File: src/hw/prs_params.svh
// pad reset/default state constants
// assumes inclusion by the pad state controller and its sampler
`ifndef PRS_PARAMS_SVH
`define PRS_PARAMS_SVH
`define PRS_PIX_WIDTH      8
`define PRS_DRIVE_LOW      1'b0
`define PRS_SAMPLE_CYCLES  4
`define PRS_SAMPLE_CNT_W   3
`endif

File: src/hw/prs_pkg.sv
// types shared by the pad state controller files
// assumes prs_params.svh is on the include path
`default_nettype none
`include "prs_params.svh"
package prs_pkg;
  typedef enum logic [3:0] {
    PRS_ST_RESET   = 4'b0001,
    PRS_ST_POWERUP = 4'b0010,
    PRS_ST_SAMPLE  = 4'b0100,
    PRS_ST_DEFAULT = 4'b1000
  } prs_state_e;

  // output enables are active low: 0 means the pad drives
  typedef struct packed {
    logic [`PRS_PIX_WIDTH-1:0] data;
    logic [`PRS_PIX_WIDTH-1:0] oe_n;
    logic                      clk_out;
    logic                      clk_oe_n;
  } prs_pix_pads_s;

  typedef struct packed {
    logic [1:0] out;
    logic [1:0] oe_n;
    logic [1:0] ibuf_en;
  } prs_low_pads_s;
endpackage
`default_nettype wire

File: src/hw/prs_pad_ctrl.sv
// pad state controller: reset and default configuration of interface pads
// assumes a single 25 MHz ref_clk and asynchronous active-high rst
// Operation
// - in reset the pixel clock and eight pixel bits float, afterwards they drive 0 while the interface is off.
// - the extra low bits float in reset, their input buffers are off by default and bit0 drives 0.
// - after reset the extra low bit buffers power up, are sampled, then power down again.
// - the video dac pads are off in reset and turn on once streaming starts.
// - test data out floats except during the shift phases of the test port.
// - test data in, mode select and test clock keep pull-ups on in reset and by default.
// - floating pads keep their output drivers disabled and input buffers off, except extra low bit1, whose buffer is on during the strap sample window.
`timescale 1ns/1ps
`default_nettype none
`include "prs_params.svh"
module prs_pad_ctrl #(
  parameter int SAMPLE_CYCLES = `PRS_SAMPLE_CYCLES
) (
  input  wire logic                ref_clk,
  input  wire logic                rst,
  input  wire logic                pix_enable,
  input  wire logic [7:0]          pix_data,
  input  wire logic                pix_clk_in,
  input  wire logic                streaming,
  input  wire logic                tdo_data,
  input  wire logic                tap_shift,
  input  wire logic [1:0]          low_pad_in,
  output prs_pkg::prs_pix_pads_s   pix_pads,
  output prs_pkg::prs_low_pads_s   low_pads,
  output logic                     dac_enable,
  output logic                     tdo_out,
  output logic                     tdo_oe_n,
  output logic [2:0]               jtag_pullup_en,
  output logic [1:0]               strap_value,
  output logic                     config_done
);
  import prs_pkg::*;

  // ----------------------------------------
  // parameter check
  // ----------------------------------------
  // below 3 dwell cycles the capture would read the synchroniser before the powered pad level reached it
  if (SAMPLE_CYCLES < 3 || SAMPLE_CYCLES > 7) begin : g_bad_sample_cycles
    $error("SAMPLE_CYCLES out of range");
  end

  // ----------------------------------------
  // state machine
  // ----------------------------------------
  prs_state_e state_reg;
  prs_state_e state_next;
  logic [`PRS_SAMPLE_CNT_W-1:0] cnt_reg;
  logic [`PRS_SAMPLE_CNT_W-1:0] cnt_next;
  localparam logic [`PRS_SAMPLE_CNT_W-1:0] CNT_LAST = `PRS_SAMPLE_CNT_W'(SAMPLE_CYCLES - 1);

  always_comb begin
    state_next = state_reg;
    cnt_next   = cnt_reg;
    case (state_reg)
      PRS_ST_RESET: begin
        state_next = PRS_ST_POWERUP;
      end
      PRS_ST_POWERUP: begin
        // synchroniser needs its two stages to settle before capture
        if (cnt_reg == CNT_LAST) begin
          state_next = PRS_ST_SAMPLE;
          cnt_next   = '0;
        end else begin
          cnt_next = cnt_reg + 1'b1;
        end
      end
      PRS_ST_SAMPLE: begin
        state_next = PRS_ST_DEFAULT;
      end
      PRS_ST_DEFAULT: begin
        state_next = PRS_ST_DEFAULT;
      end
      default: begin
        state_next = PRS_ST_DEFAULT;
      end
    endcase
  end

  always_ff @(posedge ref_clk or posedge rst) begin
    if (rst) begin
      state_reg <= PRS_ST_RESET;
      cnt_reg   <= '0;
    end else begin
      state_reg <= state_next;
      cnt_reg   <= cnt_next;
    end
  end

  wire in_reset   = (state_reg == PRS_ST_RESET);
  wire buf_window = (state_reg == PRS_ST_POWERUP) || (state_reg == PRS_ST_SAMPLE);
  wire capture    = (state_reg == PRS_ST_SAMPLE);

  prs_strap_sampler u_sampler (
    .ref_clk     (ref_clk),
    .rst         (rst),
    .pad_in      (low_pad_in),
    .capture     (capture),
    .strap_value (strap_value)
  );

  // ----------------------------------------
  // pad configuration
  // ----------------------------------------
  // outputs registered (pull-up enables tied high) so pad controls never glitch on logic changes
  prs_pix_pads_s pix_reg;
  prs_pix_pads_s pix_next;
  prs_low_pads_s low_reg;
  prs_low_pads_s low_next;
  logic          dac_reg;
  logic          tdo_reg;
  logic          tdo_oe_n_reg;
  logic          done_reg;

  wire pix_live = pix_enable && !in_reset;

  // the async reset holds the floating configuration, so the first edge after release loads the default
  always_comb begin
    pix_next.oe_n     = '0;
    pix_next.clk_oe_n = 1'b0;
    pix_next.data     = pix_live ? pix_data : {`PRS_PIX_WIDTH{`PRS_DRIVE_LOW}};
    pix_next.clk_out  = pix_live ? pix_clk_in : `PRS_DRIVE_LOW;
    // bit1 floats always, bit0 drives low after reset
    low_next.oe_n     = 2'h2;
    low_next.out      = {2{`PRS_DRIVE_LOW}};
    low_next.ibuf_en  = buf_window ? 2'h3 : 2'h0;
  end

  always_ff @(posedge ref_clk or posedge rst) begin
    if (rst) begin
      pix_reg      <= '{data: '0, oe_n: '1, clk_out: 1'b0, clk_oe_n: 1'b1};
      low_reg      <= '{out: 2'h0, oe_n: 2'h3, ibuf_en: 2'h0};
      dac_reg      <= 1'b0;
      tdo_reg      <= 1'b0;
      tdo_oe_n_reg <= 1'b1;
      done_reg     <= 1'b0;
    end else begin
      pix_reg      <= pix_next;
      low_reg      <= low_next;
      dac_reg      <= streaming && !in_reset;
      tdo_reg      <= tdo_data;
      tdo_oe_n_reg <= !tap_shift;
      done_reg     <= (state_reg == PRS_ST_DEFAULT);
    end
  end

  assign pix_pads       = pix_reg;
  assign low_pads       = low_reg;
  assign dac_enable     = dac_reg;
  assign tdo_out        = tdo_reg;
  assign tdo_oe_n       = tdo_oe_n_reg;
  assign jtag_pullup_en = 3'h7;
  assign config_done    = done_reg;
  // the board must hold test reset, frame sync and analogue test pins valid; no logic here relies on them

  // ----------------------------------------
  // checks
  // ----------------------------------------
  // until the first edge after release the pads still show the reset configuration
  chk_pix_float_reset: assert property (@(posedge ref_clk) disable iff (rst)
    in_reset |-> (pix_pads.oe_n == '1) && pix_pads.clk_oe_n) else $error("pixel pads not floating in reset");
  chk_pix_drive_low: assert property (@(posedge ref_clk) disable iff (rst)
    (!in_reset && !pix_enable) |=> (pix_pads.oe_n == '0) && (pix_pads.data == '0)) else $error("idle pixel pads not low");
  chk_pix_pass: assert property (@(posedge ref_clk) disable iff (rst)
    pix_live |=> (pix_pads.data == $past(pix_data)) && (pix_pads.clk_out == $past(pix_clk_in)))
    else $error("pixel data not passed");
  chk_low_bit1_float: assert property (@(posedge ref_clk) disable iff (rst)
    low_pads.oe_n[1]) else $error("extra bit1 driven");
  chk_low_bit0_drive: assert property (@(posedge ref_clk) disable iff (rst)
    !in_reset |-> !low_pads.oe_n[0] && !low_pads.out[0]) else $error("extra bit0 not driven low");
  // bit0 drives its own pin low while sampled, so its strap always reads 0; only bit1 carries a board level
  chk_strap_sequence: assert property (@(posedge ref_clk) disable iff (rst)
    $rose(capture) |-> (low_pads.ibuf_en == 2'h3) ##1 (strap_value == $past(u_sampler.sync2_reg))
      ##1 (low_pads.ibuf_en == 2'h0)) else $error("strap sample sequence wrong");
  chk_ibuf_powerup: assert property (@(posedge ref_clk) disable iff (rst)
    (state_reg == PRS_ST_POWERUP) |=> (low_pads.ibuf_en == 2'h3)) else $error("strap buffers not powered");
  chk_strap_hold: assert property (@(posedge ref_clk) disable iff (rst)
    (state_reg == PRS_ST_DEFAULT) |=> $stable(strap_value)) else $error("strap value moved after capture");
  chk_no_early_done: assert property (@(posedge ref_clk) disable iff (rst)
    (state_reg != PRS_ST_DEFAULT) |=> !config_done) else $error("config done too early");
  chk_done_after_cfg: assert property (@(posedge ref_clk) disable iff (rst)
    (state_reg == PRS_ST_DEFAULT) |=> config_done) else $error("config done missing");
  chk_dac_off_reset: assert property (@(posedge ref_clk) disable iff (rst)
    in_reset |-> !dac_enable) else $error("dac enabled in reset");
  chk_dac_follow: assert property (@(posedge ref_clk) disable iff (rst)
    (streaming && !in_reset) |=> dac_enable) else $error("dac not enabled on streaming");
  chk_dac_off_idle: assert property (@(posedge ref_clk) disable iff (rst)
    !streaming |=> !dac_enable) else $error("dac enabled without streaming");
  chk_tdo_shift_only: assert property (@(posedge ref_clk) disable iff (rst)
    !tdo_oe_n |-> $past(tap_shift)) else $error("tdo driven outside shift");
  chk_tdo_float_idle: assert property (@(posedge ref_clk) disable iff (rst)
    !tap_shift |=> tdo_oe_n) else $error("tdo not floating outside shift");
  chk_tdo_drive_shift: assert property (@(posedge ref_clk) disable iff (rst)
    tap_shift |=> !tdo_oe_n && (tdo_out == $past(tdo_data))) else $error("tdo not driven in shift");
  chk_pullups_on: assert property (@(posedge ref_clk) disable iff (rst)
    jtag_pullup_en == 3'h7) else $error("pull-up dropped");
  chk_float_no_ibuf: assert property (@(posedge ref_clk) disable iff (rst)
    (state_reg == PRS_ST_DEFAULT) ##1 1'b1 |-> (low_pads.ibuf_en == 2'h0)) else $error("floating pad buffer powered");
  chk_leave_reset: assert property (@(posedge ref_clk) disable iff (rst)
    in_reset |=> !pix_pads.clk_oe_n && (pix_pads.oe_n == '0) && (low_pads.oe_n == 2'h2)
      && (state_reg == PRS_ST_POWERUP)) else $error("reset state held too long");
  chk_state_onehot: assert property (@(posedge ref_clk) disable iff (rst)
    $onehot(state_reg)) else $error("state register not one-hot");

  // ----------------------------------------
  // check helpers
  // ----------------------------------------
  // counts sampled edges with the strap buffers powered
  // four bits cover the largest allowed dwell plus the capture cycle
  logic [3:0] ibuf_on_cnt_reg;

  always_ff @(posedge ref_clk or posedge rst) begin
    if (rst) begin
      ibuf_on_cnt_reg <= 4'h0;
    end else begin
      ibuf_on_cnt_reg <= ibuf_on_cnt_reg + {3'h0, |low_pads.ibuf_en};
    end
  end

  chk_ibuf_dwell_len: assert property (@(posedge ref_clk) disable iff (rst)
    $fell(low_pads.ibuf_en[0]) |-> (ibuf_on_cnt_reg == 4'(SAMPLE_CYCLES + 1)))
    else $error("strap buffers powered for wrong time");
endmodule
`default_nettype wire

File: src/hw/prs_strap_sampler.sv
// two-flop synchroniser and capture for the extra low bit straps
// assumes pad inputs are asynchronous to ref_clk
`timescale 1ns/1ps
`default_nettype none
`include "prs_params.svh"
module prs_strap_sampler (
  input  wire logic       ref_clk,
  input  wire logic       rst,
  input  wire logic [1:0] pad_in,
  input  wire logic       capture,
  output logic      [1:0] strap_value
);
  import prs_pkg::*;
  logic [1:0] sync1_reg;
  logic [1:0] sync2_reg;
  logic [1:0] strap_reg;

  always_ff @(posedge ref_clk or posedge rst) begin
    if (rst) begin
      sync1_reg <= 2'h0;
      sync2_reg <= 2'h0;
      strap_reg <= 2'h0;
    end else begin
      sync1_reg <= pad_in;
      sync2_reg <= sync1_reg;
      if (capture) begin
        strap_reg <= sync2_reg;
      end
    end
  end
  assign strap_value = strap_reg;
endmodule
`default_nettype wire

File: config.mk
export PLATFORM = sky130hd
export DESIGN_NAME = prs_pad_ctrl
export DESIGN_NICKNAME = d
export VERILOG_FILES = /design/src/hw/prs_pkg.sv /design/src/hw/prs_pad_ctrl.sv /design/src/hw/prs_strap_sampler.sv
export VERILOG_INCLUDE_DIRS = /design/src /design/src/hw
export SDC_FILE = /design/constraint.sdc
export NUM_CORES = 1
export LEC_CHECK = 0
export BUFFER_PORTS_ARGS = -buffer_cell sky130_fd_sc_hd__buf_2
export CORE_UTILIZATION = 45
export DETAILED_ROUTE_END_ITERATION = 16
export GPL_TIMING_DRIVEN = 0
export PLACE_DENSITY = 0.85
export REMOVE_ABC_BUFFERS = 1
export SYNTH_ARGS = -nofsm -noshare
export SYNTH_HDL_FRONTEND = slang
export SYNTH_SLANG_ARGS = --single-unit
File: constraint.sdc
create_clock -name ref_clk -period 1.4 [get_ports ref_clk]
set_input_delay 0.07 -clock ref_clk [delete_from_list [all_inputs] [get_ports ref_clk]]
set_output_delay 0.07 -clock ref_clk [all_outputs]
set_load 0.1 [all_outputs]
-- Word level (Yosys, flattened, before mapping)
Cells that the tools add are included.
- flip-flop bits (word level): 37
- output and inout port bits: 33
- logic and storage cells: 32
- add/subtract/negate cells: 1
- eq/ne operators: 6
- multiplexer cells: 6
- reductions and logical operators: 5
- operator list (cell ; number):
    8-bit 2-to-1 mux ; 1
    4-bit case mux with 2 select lines ; 1
    4-bit by 1-bit equality test with 1-bit output, second input constant ; 1
    4-bit by 2-bit equality test with 1-bit output, second input constant ; 1
    4-bit by 3-bit equality test with 1-bit output, second input constant ; 1
    4-bit equality test, second input constant ; 1
    4-bit 2-to-1 mux ; 1
    3-bit by 1-bit adder with 3-bit output, second input constant ; 1
    3-bit by 2-bit equality test with 1-bit output, second input constant ; 1
    3-bit 2-to-1 mux ; 1
    1-bit logical AND ; 2
    1-bit zero test ; 2
    2-bit 2-to-1 mux ; 1
    2-bit != test, second input constant ; 1
    1-bit logical OR ; 1
    1-bit 2-to-1 mux ; 1

-- Depth between registers and ports, before layout
Gate-level depths: netlist of the first run.
- depth after elaboration: 4
- mapped depth: 4
- depth with buffers taken out: 4

-- Modules after synthesis
Synthesis of the first run repeated with hierarchy kept, for this count alone.
- cell total of the unflattened synthesis: 83
- area total of the unflattened synthesis: 1079.8 µm²
- by module, submodules not included (module ; instances ; cells an instance ; area an instance (µm²)):
    prs_pad_ctrl ; 1 ; 74 ; 903.4
    prs_strap_sampler ; 1 ; 9 ; 176.4

-- Least setup slack after synthesis of the first run
Ideal clock, no wire load.
- path type: register -> output
- start: reg, netlist name low_pads[0]
- end: out low_pads[1] (netlist bit)
- arrival time: 1.324 ns
- required time: 1.330 ns
- slack: 0.006 ns
- cell stages (with the launch flop): 2
- path buffers: 1
- path through: dfrtp_1 -> buf_4
- RTL lines (item ; line ; RTL):
    end: declaration ; prs_pad_ctrl.sv:27 ; output prs_pkg::prs_low_pads_s low_pads,

==> results.tsv, run 1 <==
stage	metric	value	unit
cells_and_area	n_antenna_cell	0	
synthesis	synth_top_area_frac	0.5794	
clocking	cts_tree	built	
place	placedInstanceArea	1232	um2
place	portBuffers	43	
sta	maxSlewHeadroom	0.3286	
worst_setup_path	crit_family	flip-flops	
place	pre_cts_ws	0.05420	ns
min_path	min_from	pix_enable	
pwr	leakagePower	0.7436	nW
synthesis	async_flop_share	1.000	
clocking	clk_pin_slew_worst_paths	0.14	ns
place	dp_hpwl	1237	um
routing	ant_nets	0	
sta	finalClockSkew	0.001537	ns
die	rows	17	
worst_setup_path	path_max_fanout	10	
synthesis	syn_area_per_cell	13.01	um2
cells_and_area	drive_gt1_frac	0.4074	
pwr	p_per_area	1188	nW/um2
routing	drc	0	
synthesis	synth-seq-cells	28	
min_path	hold_depth	3	
global_routing	grt_pass1_wl	3615	um
sta	hold_violations	0	
synthesis	synthTopCellsByArea	dfrtp_1 (58%), buf_4 (11%), dfstp_2 (7.3%)	
routing	routedWlPerCell	15.20	um
cells_and_area	largest_reg_flops	10	
clocking	clockBufferDepth	2	
place	gp_congestion	0.7421	
worst_setup_path	r2r-start	state_reg[0]$_DFFE_PP1P_	
clocking	h-tree-depth	1	
synthesis	ys_top_cells_by_count	dfrtp_1 (25), buf_4 (16), and2_1 (9)	
die	fp.coreArea	2233	um2
global_routing	grt-ovfl-total	0	
synthesis	post-synth-top-count-cell	dfrtp_1	
clocking	insertion_delay	0.32	ns
cells_and_area	fin_area	1446	um2
worst_setup_path	crit_cells	1	
global_routing	antenna_found_initial	0	
worst_setup_path	cp_slowest_cell	dfstp_2	
cells_and_area	synthToLayoutAreaGrowth	33.95	%
synthesis	syn_area	1080	um2
worst_setup_path	path_class	flip-flop to output pin	
sta	worstMarginPinSlew	1.006	ns
synthesis	yosysUniqueCellTypes	23	
pwr	total_power	0.001719	W
sta	min_period_over_period	1.012	
sta	rsz0062_at_grt	true	
worst_setup_path	cp_num_buf_inv	1	
sta	finalMaxSlewViolations	0	
sta	max_freq	0.7060	GHz
cells_and_area	layout.nets	154	
worst_setup_path	end_kind	output pin	
worst_setup_path	worst_path_largest_cell_delay	0.65	ns
run_status	status	complete, but fails checks	
synthesis	synth-edff-count	0	
die	fp.dieW	50.99	um
worst_setup_path	worst_ep_arrival_time	1.35	ns
global_routing	track_usage	0.2072	
die	start_util	0.4835	
cells_and_area	final_core_util	0.6476	
global_routing	grt_max_degree	29	
min_path	hold_class	input port to flip-flop	
clocking	clock-sinks	28	
clocking	root_buffer	clkbuf_4	
routing	drtIter0Drc	17	
worst_setup_path	worst_r2r_path_depth	3	
synthesis	synth_top_area_cell	dfrtp_1	
routing	wirelength	2477	um
routing	vias	774	
synthesis	ys.flop_type	dfrtp_1	
routing	viasPerCell	4.748	
synthesis	yosysWarnings	0	
sta	finalSetupViolCount	9	
worst_setup_path	required	1.33	ns
worst_setup_path	startpoint	pix_pads[8]$_DFF_PP1_	
die	die_y	50.99	um
cells_and_area	fillers	148	
worst_setup_path	crit_path_start_kind	flip-flop	
synthesis	ys_seq_area_frac	0.6524	
run_status	violations	negative setup slack	
synthesis	synth_cells	83	
die	ios	50	
global_routing	grt_pass1_vias	779	
die	fp.dieArea	2599	um2
worst_setup_path	crit_path_cell_trace	clkbuf_4	
clocking	cts_made_buffers	3	
pwr	ir_drop	0.0008594	V
routing	dr.pass1.iters	3	
sta	final.setup.worst_slack	-0.01651	ns
sta	finalCriticalPeriod	1.417	ns
run	maxCapViolations	0	
==> placed cells by master (no fill, tap or decap), types with 2 or more instances in the layout <==
| master | netlist | layout |
|---|---|---|
| nor3_1 | 2 | 2 |
| nor2_1 | 2 | 2 |
| dfstp_2 | 3 | 3 |
| dlygate4sd3_1 | 0 | 15 |
| mux2_2 | 2 | 2 |
| nand2_1 | 4 | 4 |
| a21boi_0 | 2 | 2 |
| conb_1 | 2 | 8 |
| buf_2 | 0 | 33 |
| inv_1 | 2 | 2 |
| nor4b_1 | 2 | 2 |
| clkbuf_4 | 0 | 12 |
| dfrtp_1 | 25 | 25 |
| and2_1 | 9 | 9 |
==> cell families after synthesis <==
family / after synthesis / share of synthesized area
adder cells (fa/ha/maj): 1 / 0.01159
multiplexers: 2 / 0.02086
XOR/XNOR: 1 / 0.008113
flip-flops: 28 / 0.6524
buffers and inverters: 18 / 0.1182
AND/OR/NAND/NOR: 25 / 0.1437
AO/OA/AOI/OAI: 6 / 0.03822
other: 2 / 0.006955
==> final timing paths <==
| path | end | slack [ns] |
|---|---|---|
| setup / recovery | pix_pads[2] | -0.02 |
| hold / removal | pix_pads[1]$_DFF_PP0_ | 0.20 |
| setup reg to reg | pix_pads[10]$_DFF_PP0_ | 0.09 |
| hold reg to reg | u_sampler.sync2_reg[1]$_DFF_PP0_ | 0.37 |
| max in group asynchronous | u_sampler.strap_value[0]$_DFFE_PP0N_ | 0.28 |
| min in group asynchronous | tdo_out$_DFF_PP0_ | 0.52 |
==> power by group <==
part / total [W] / internal [W] / leakage (nW) / switching (W)
sequential: 0.000859 / 0.000842 / 0.349 / 0.0000164
combinational: 0.000472 / 0.0000847 / 0.373 / 0.000387
clock: 0.000388 / 0.000159 / 0.0210 / 0.000229
total: 0.00172 / 0.00109 / 0.744 / 0.000632
==> what timing repair did <==
item	in CTS	in global routing
hold buffers	15	0
resized for setup	0	12
pin swaps	0	0
hold endpoints to repair	39	0
setup buffers	0	0
setup endpoints to repair	10	19
==> stage by stage <==
step / hold slack (ns) / cells / TNS (ns)
after CTS: 0.1933 / 163 / -0.6958
after global placement: 0.1786 / 144 / 0
final: 0.2044 / 163 / -0.1307
after global routing: 0.2111 / 163 / -0.5470
after detailed placement: 0.1805 / 144 / 0
after floorplan: 0.09619 / 73 / -25.12
==> cell type report <==
class / instances / area [um2] / area share
inverters: 2 / 7.507 / 0.005190
well taps: 28 / 35.03 / 0.02422
clock buffers: 4 / 36.28 / 0.02509
flip-flops and latches: 28 / 704.4 / 0.4870
multi-input cells: 43 / 272.8 / 0.1886
repair buffers: 58 / 390.4 / 0.2699
==> routing by layer <==
metal  track usage  wire length, um
met1        0.2024              831
met2        0.3399             1248
met3       0.06548              261
met4        0.1991              135
met5             0                0
Note: power is estimated with default switching activity, not from simulation.
==> run 2, diff against run 1 <==
--- a/config.mk
+++ b/config.mk
@@ -6,6 +6,7 @@
 export SDC_FILE = /design/constraint.sdc
 export NUM_CORES = 1
 export LEC_CHECK = 0
+export ABC_AREA = 1
 export BUFFER_PORTS_ARGS = -buffer_cell sky130_fd_sc_hd__buf_2
 export CORE_UTILIZATION = 45
 export DETAILED_ROUTE_END_ITERATION = 16
==> results.tsv, run 2 <==
stage	metric	value	unit
run_status	status	finished clean	
sta	tns	0	ns
clocking	cts_made_buffers	3	
worst_setup_path	rr_endpoint	pix_pads[11]$_DFF_PP0_	
cells_and_area	n_antenna_cell	0	
place	pre_cts_ws	0.3109	ns
worst_setup_path	crit_path_cell_trace	buf_4	
synthesis	synth-seq-cells	28	
worst_setup_path	worst_r2r_path_depth	5	
synthesis	ys_seq_area_frac	0.6319	
min_path	holdPathEnd	pix_pads[1]$_DFF_PP0_	
sta	maxSlewHeadroom	0.3451	
worst_setup_path	crit_path_start_kind	flip-flop	
cells_and_area	synthToLayoutAreaGrowth	34.34	%
global_routing	grt_pass1_vias	917	
die	die_y	51.78	um
worst_setup_path	end_kind	output pin	
worst_setup_path	r2r-start	state_reg[0]$_DFFE_PP1P_	
pwr	total_power	0.001858	W
clocking	clk_pin_slew_worst_paths	0.14	ns
synthesis	synth_top_area_frac	0.5612	
clocking	postCtsSetupRepairBufs	0	
synthesis	synth_cells	113	
cells_and_area	mostFrequentLayoutCell	buf_2	
worst_setup_path	crit_family	flip-flops	
die	fp.dieArea	2681	um2
global_routing	grt_pass1_wl	4167	um
sta	finalMaxSlewViolations	0	
cells_and_area	final_cell_count_no_fill	193	
sta	finalSetupViolCount	0	
clocking	insertion_delay	0.32	ns
place	portBuffers	43	
clocking	clock-sinks	28	
cells_and_area	final_cell_mix	buf_2 (32), dfrtp_1 (25), nand2_1 (20)	
sta	finalCriticalPeriod	1.358	ns
sta	hold_violations	0	
place	place_inst	174	
sta	final.setup.worst_slack	0.04200	ns
sta	min_period_over_period	0.9700	
worst_setup_path	required	1.33	ns
worst_setup_path	path_class	flip-flop to output pin	
synthesis	ys_top_cells_by_count	dfrtp_1 (25), nand2_1 (20), inv_1 (19)	
routing	drtIter0Drc	10	
cells_and_area	layout.nets	184	
synthesis	post-synth-top-count-cell	dfrtp_1	
synthesis	ys.flop_type	dfrtp_1	
routing	routedWlPerCell	13.46	um
die	ios	50	
pwr	p_per_area	1241	nW/um2
sta	worstMarginPinSlew	0.9812	ns
worst_setup_path	worst_path_largest_cell_delay	0.64	ns
die	rows	17	
min_path	min_from	pix_enable	
routing	dr.pass1.iters	4	
cells_and_area	largest_reg_flops	10	
global_routing	track_usage	0.2205	
synthesis	async_flop_share	1.000	
synthesis	synthTopCellsByArea	dfrtp_1 (56%), buf_4 (11%), dfstp_2 (7.1%)	
global_routing	antenna_found_initial	0	
sta	finalClockSkew	0.001759	ns
sta	max_freq	0.7364	GHz
synthesis	synth-edff-count	0	
clocking	h-tree-depth	1	
clocking	cts_tree	built	
routing	ant_nets	0	
die	start_util	0.4898	
worst_setup_path	cp_num_buf_inv	1	
synthesis	syn_area_per_cell	9.866	um2
worst_setup_path	path_max_fanout	10	
routing	wirelength	2598	um
global_routing	grt-ovfl-total	0	
routing	viasPerCell	4.399	
worst_setup_path	worst_ep_arrival_time	1.29	ns
run	maxCapViolations	0	
synthesis	yosysUniqueCellTypes	14	
routing	vias	849	
min_path	hold_depth	3	
cells_and_area	drive_gt1_frac	0.3212	
worst_setup_path	cp_slowest_cell	dfstp_2	
global_routing	grt_max_degree	29	
clocking	root_buffer	clkbuf_4	
routing	drc	0	
die	fp.coreArea	2276	um2
pwr	leakagePower	0.8701	nW
synthesis	synth_top_area_cell	dfrtp_1	
pwr	ir_drop	0.0008935	V
place	gp_congestion	0.7055	
sta	rsz0062_at_grt	true	
worst_setup_path	r2r_slack	0.25	ns
place	dp_hpwl	1270	um
die	fp.dieW	51.78	um
synthesis	syn_area	1115	um2
synthesis	yosysWarnings	0	
min_path	hold_class	input port to flip-flop	
clocking	clockBufferDepth	2	
-- run 2: cell types whose count changed after synthesis, moves of 9 or more --
cell and delta:
and2_1 -9, inv_1 +17, nand2_1 +16, nor2_1 +16
-- run 2: power by group --
part / switching, W / total [W] / internal (W)
Combinational: 0.000397 / 0.000483 / 0.0000861
Sequential: 0.0000141 / 0.000856 / 0.000842
Clock: 0.000230 / 0.000519 / 0.000289
Total: 0.000640 / 0.00186 / 0.00122
-- run 2: cell families after synthesis --
group                    synth area share
AO/OA/AOI/OAI                    0.008979
adder cells (fa/ha/maj)           0.01122
flip-flops                         0.6319
AND/OR/NAND/NOR                    0.1695
buffers and inverters              0.1717
other                            0.006737
-- run 2: worst max path at each step --
stage,from,endpoint,slack (ns),depth (start not counted)
detailed placement,pix_pads[8]$_DFF_PP1_,pix_pads[0],0.31,1
global placement,pix_pads[8]$_DFF_PP1_,pix_pads[7],0.34,1
floorplan,pix_pads[8]$_DFF_PP1_,low_pads[2],-2.48,0
global route,pix_pads[8]$_DFF_PP1_,pix_pads[9],-0.01,1
CTS,pix_pads[8]$_DFF_PP1_,pix_pads[0],-0.07,1
finish,pix_pads[8]$_DFF_PP1_,pix_pads[8],0.04,1
-- run 2: area by class of cell --
cell class,instances,area [um2]
Sequential cell,28,704.4
Multi-Input combinational cell,56,241.5
Timing Repair Buffer,58,392.9
Inverter,19,71.32
Tap cell,28,35.03
Clock inverter,1,30.03
Fill cell,146,778.2
Clock buffer,3,22.52
-- run 2: tightest hold or removal path, stage by stage --
cell and delay (ns):
buf_2 0.11, nand2_4 0.12, nor2_1 0.05
-- run 2: metrics by stage --
stage	utilization	instance area, um2	hold WS, ns
final	0.6581	1498	0.04629
after detailed placement	0.5569	1267	0.1793
after floorplan	-	1017	0.09619
after global routing	0.6581	1498	0.04755
after global placement	0.5569	1267	0.1785
after CTS	0.6460	1470	0.01385
-- run 2: timing repair --
item / in CTS / in global routing
endpoints found under the setup margin: 10 / 11
pin swaps: 0 / 0
hold endpoints to repair: 39 / 0
hold buffers: 15 / 0
gates resized for setup: 0 / 21
-- run 2: layer usage --
metal,vias to the layer above,share of wire,track usage
met4,0,0.0092,0.07658
met1,404,0.39,0.2447
met2,32,0.53,0.4048
met5,-,0,0
met3,4,0.074,0.05556
li1,409,-,-
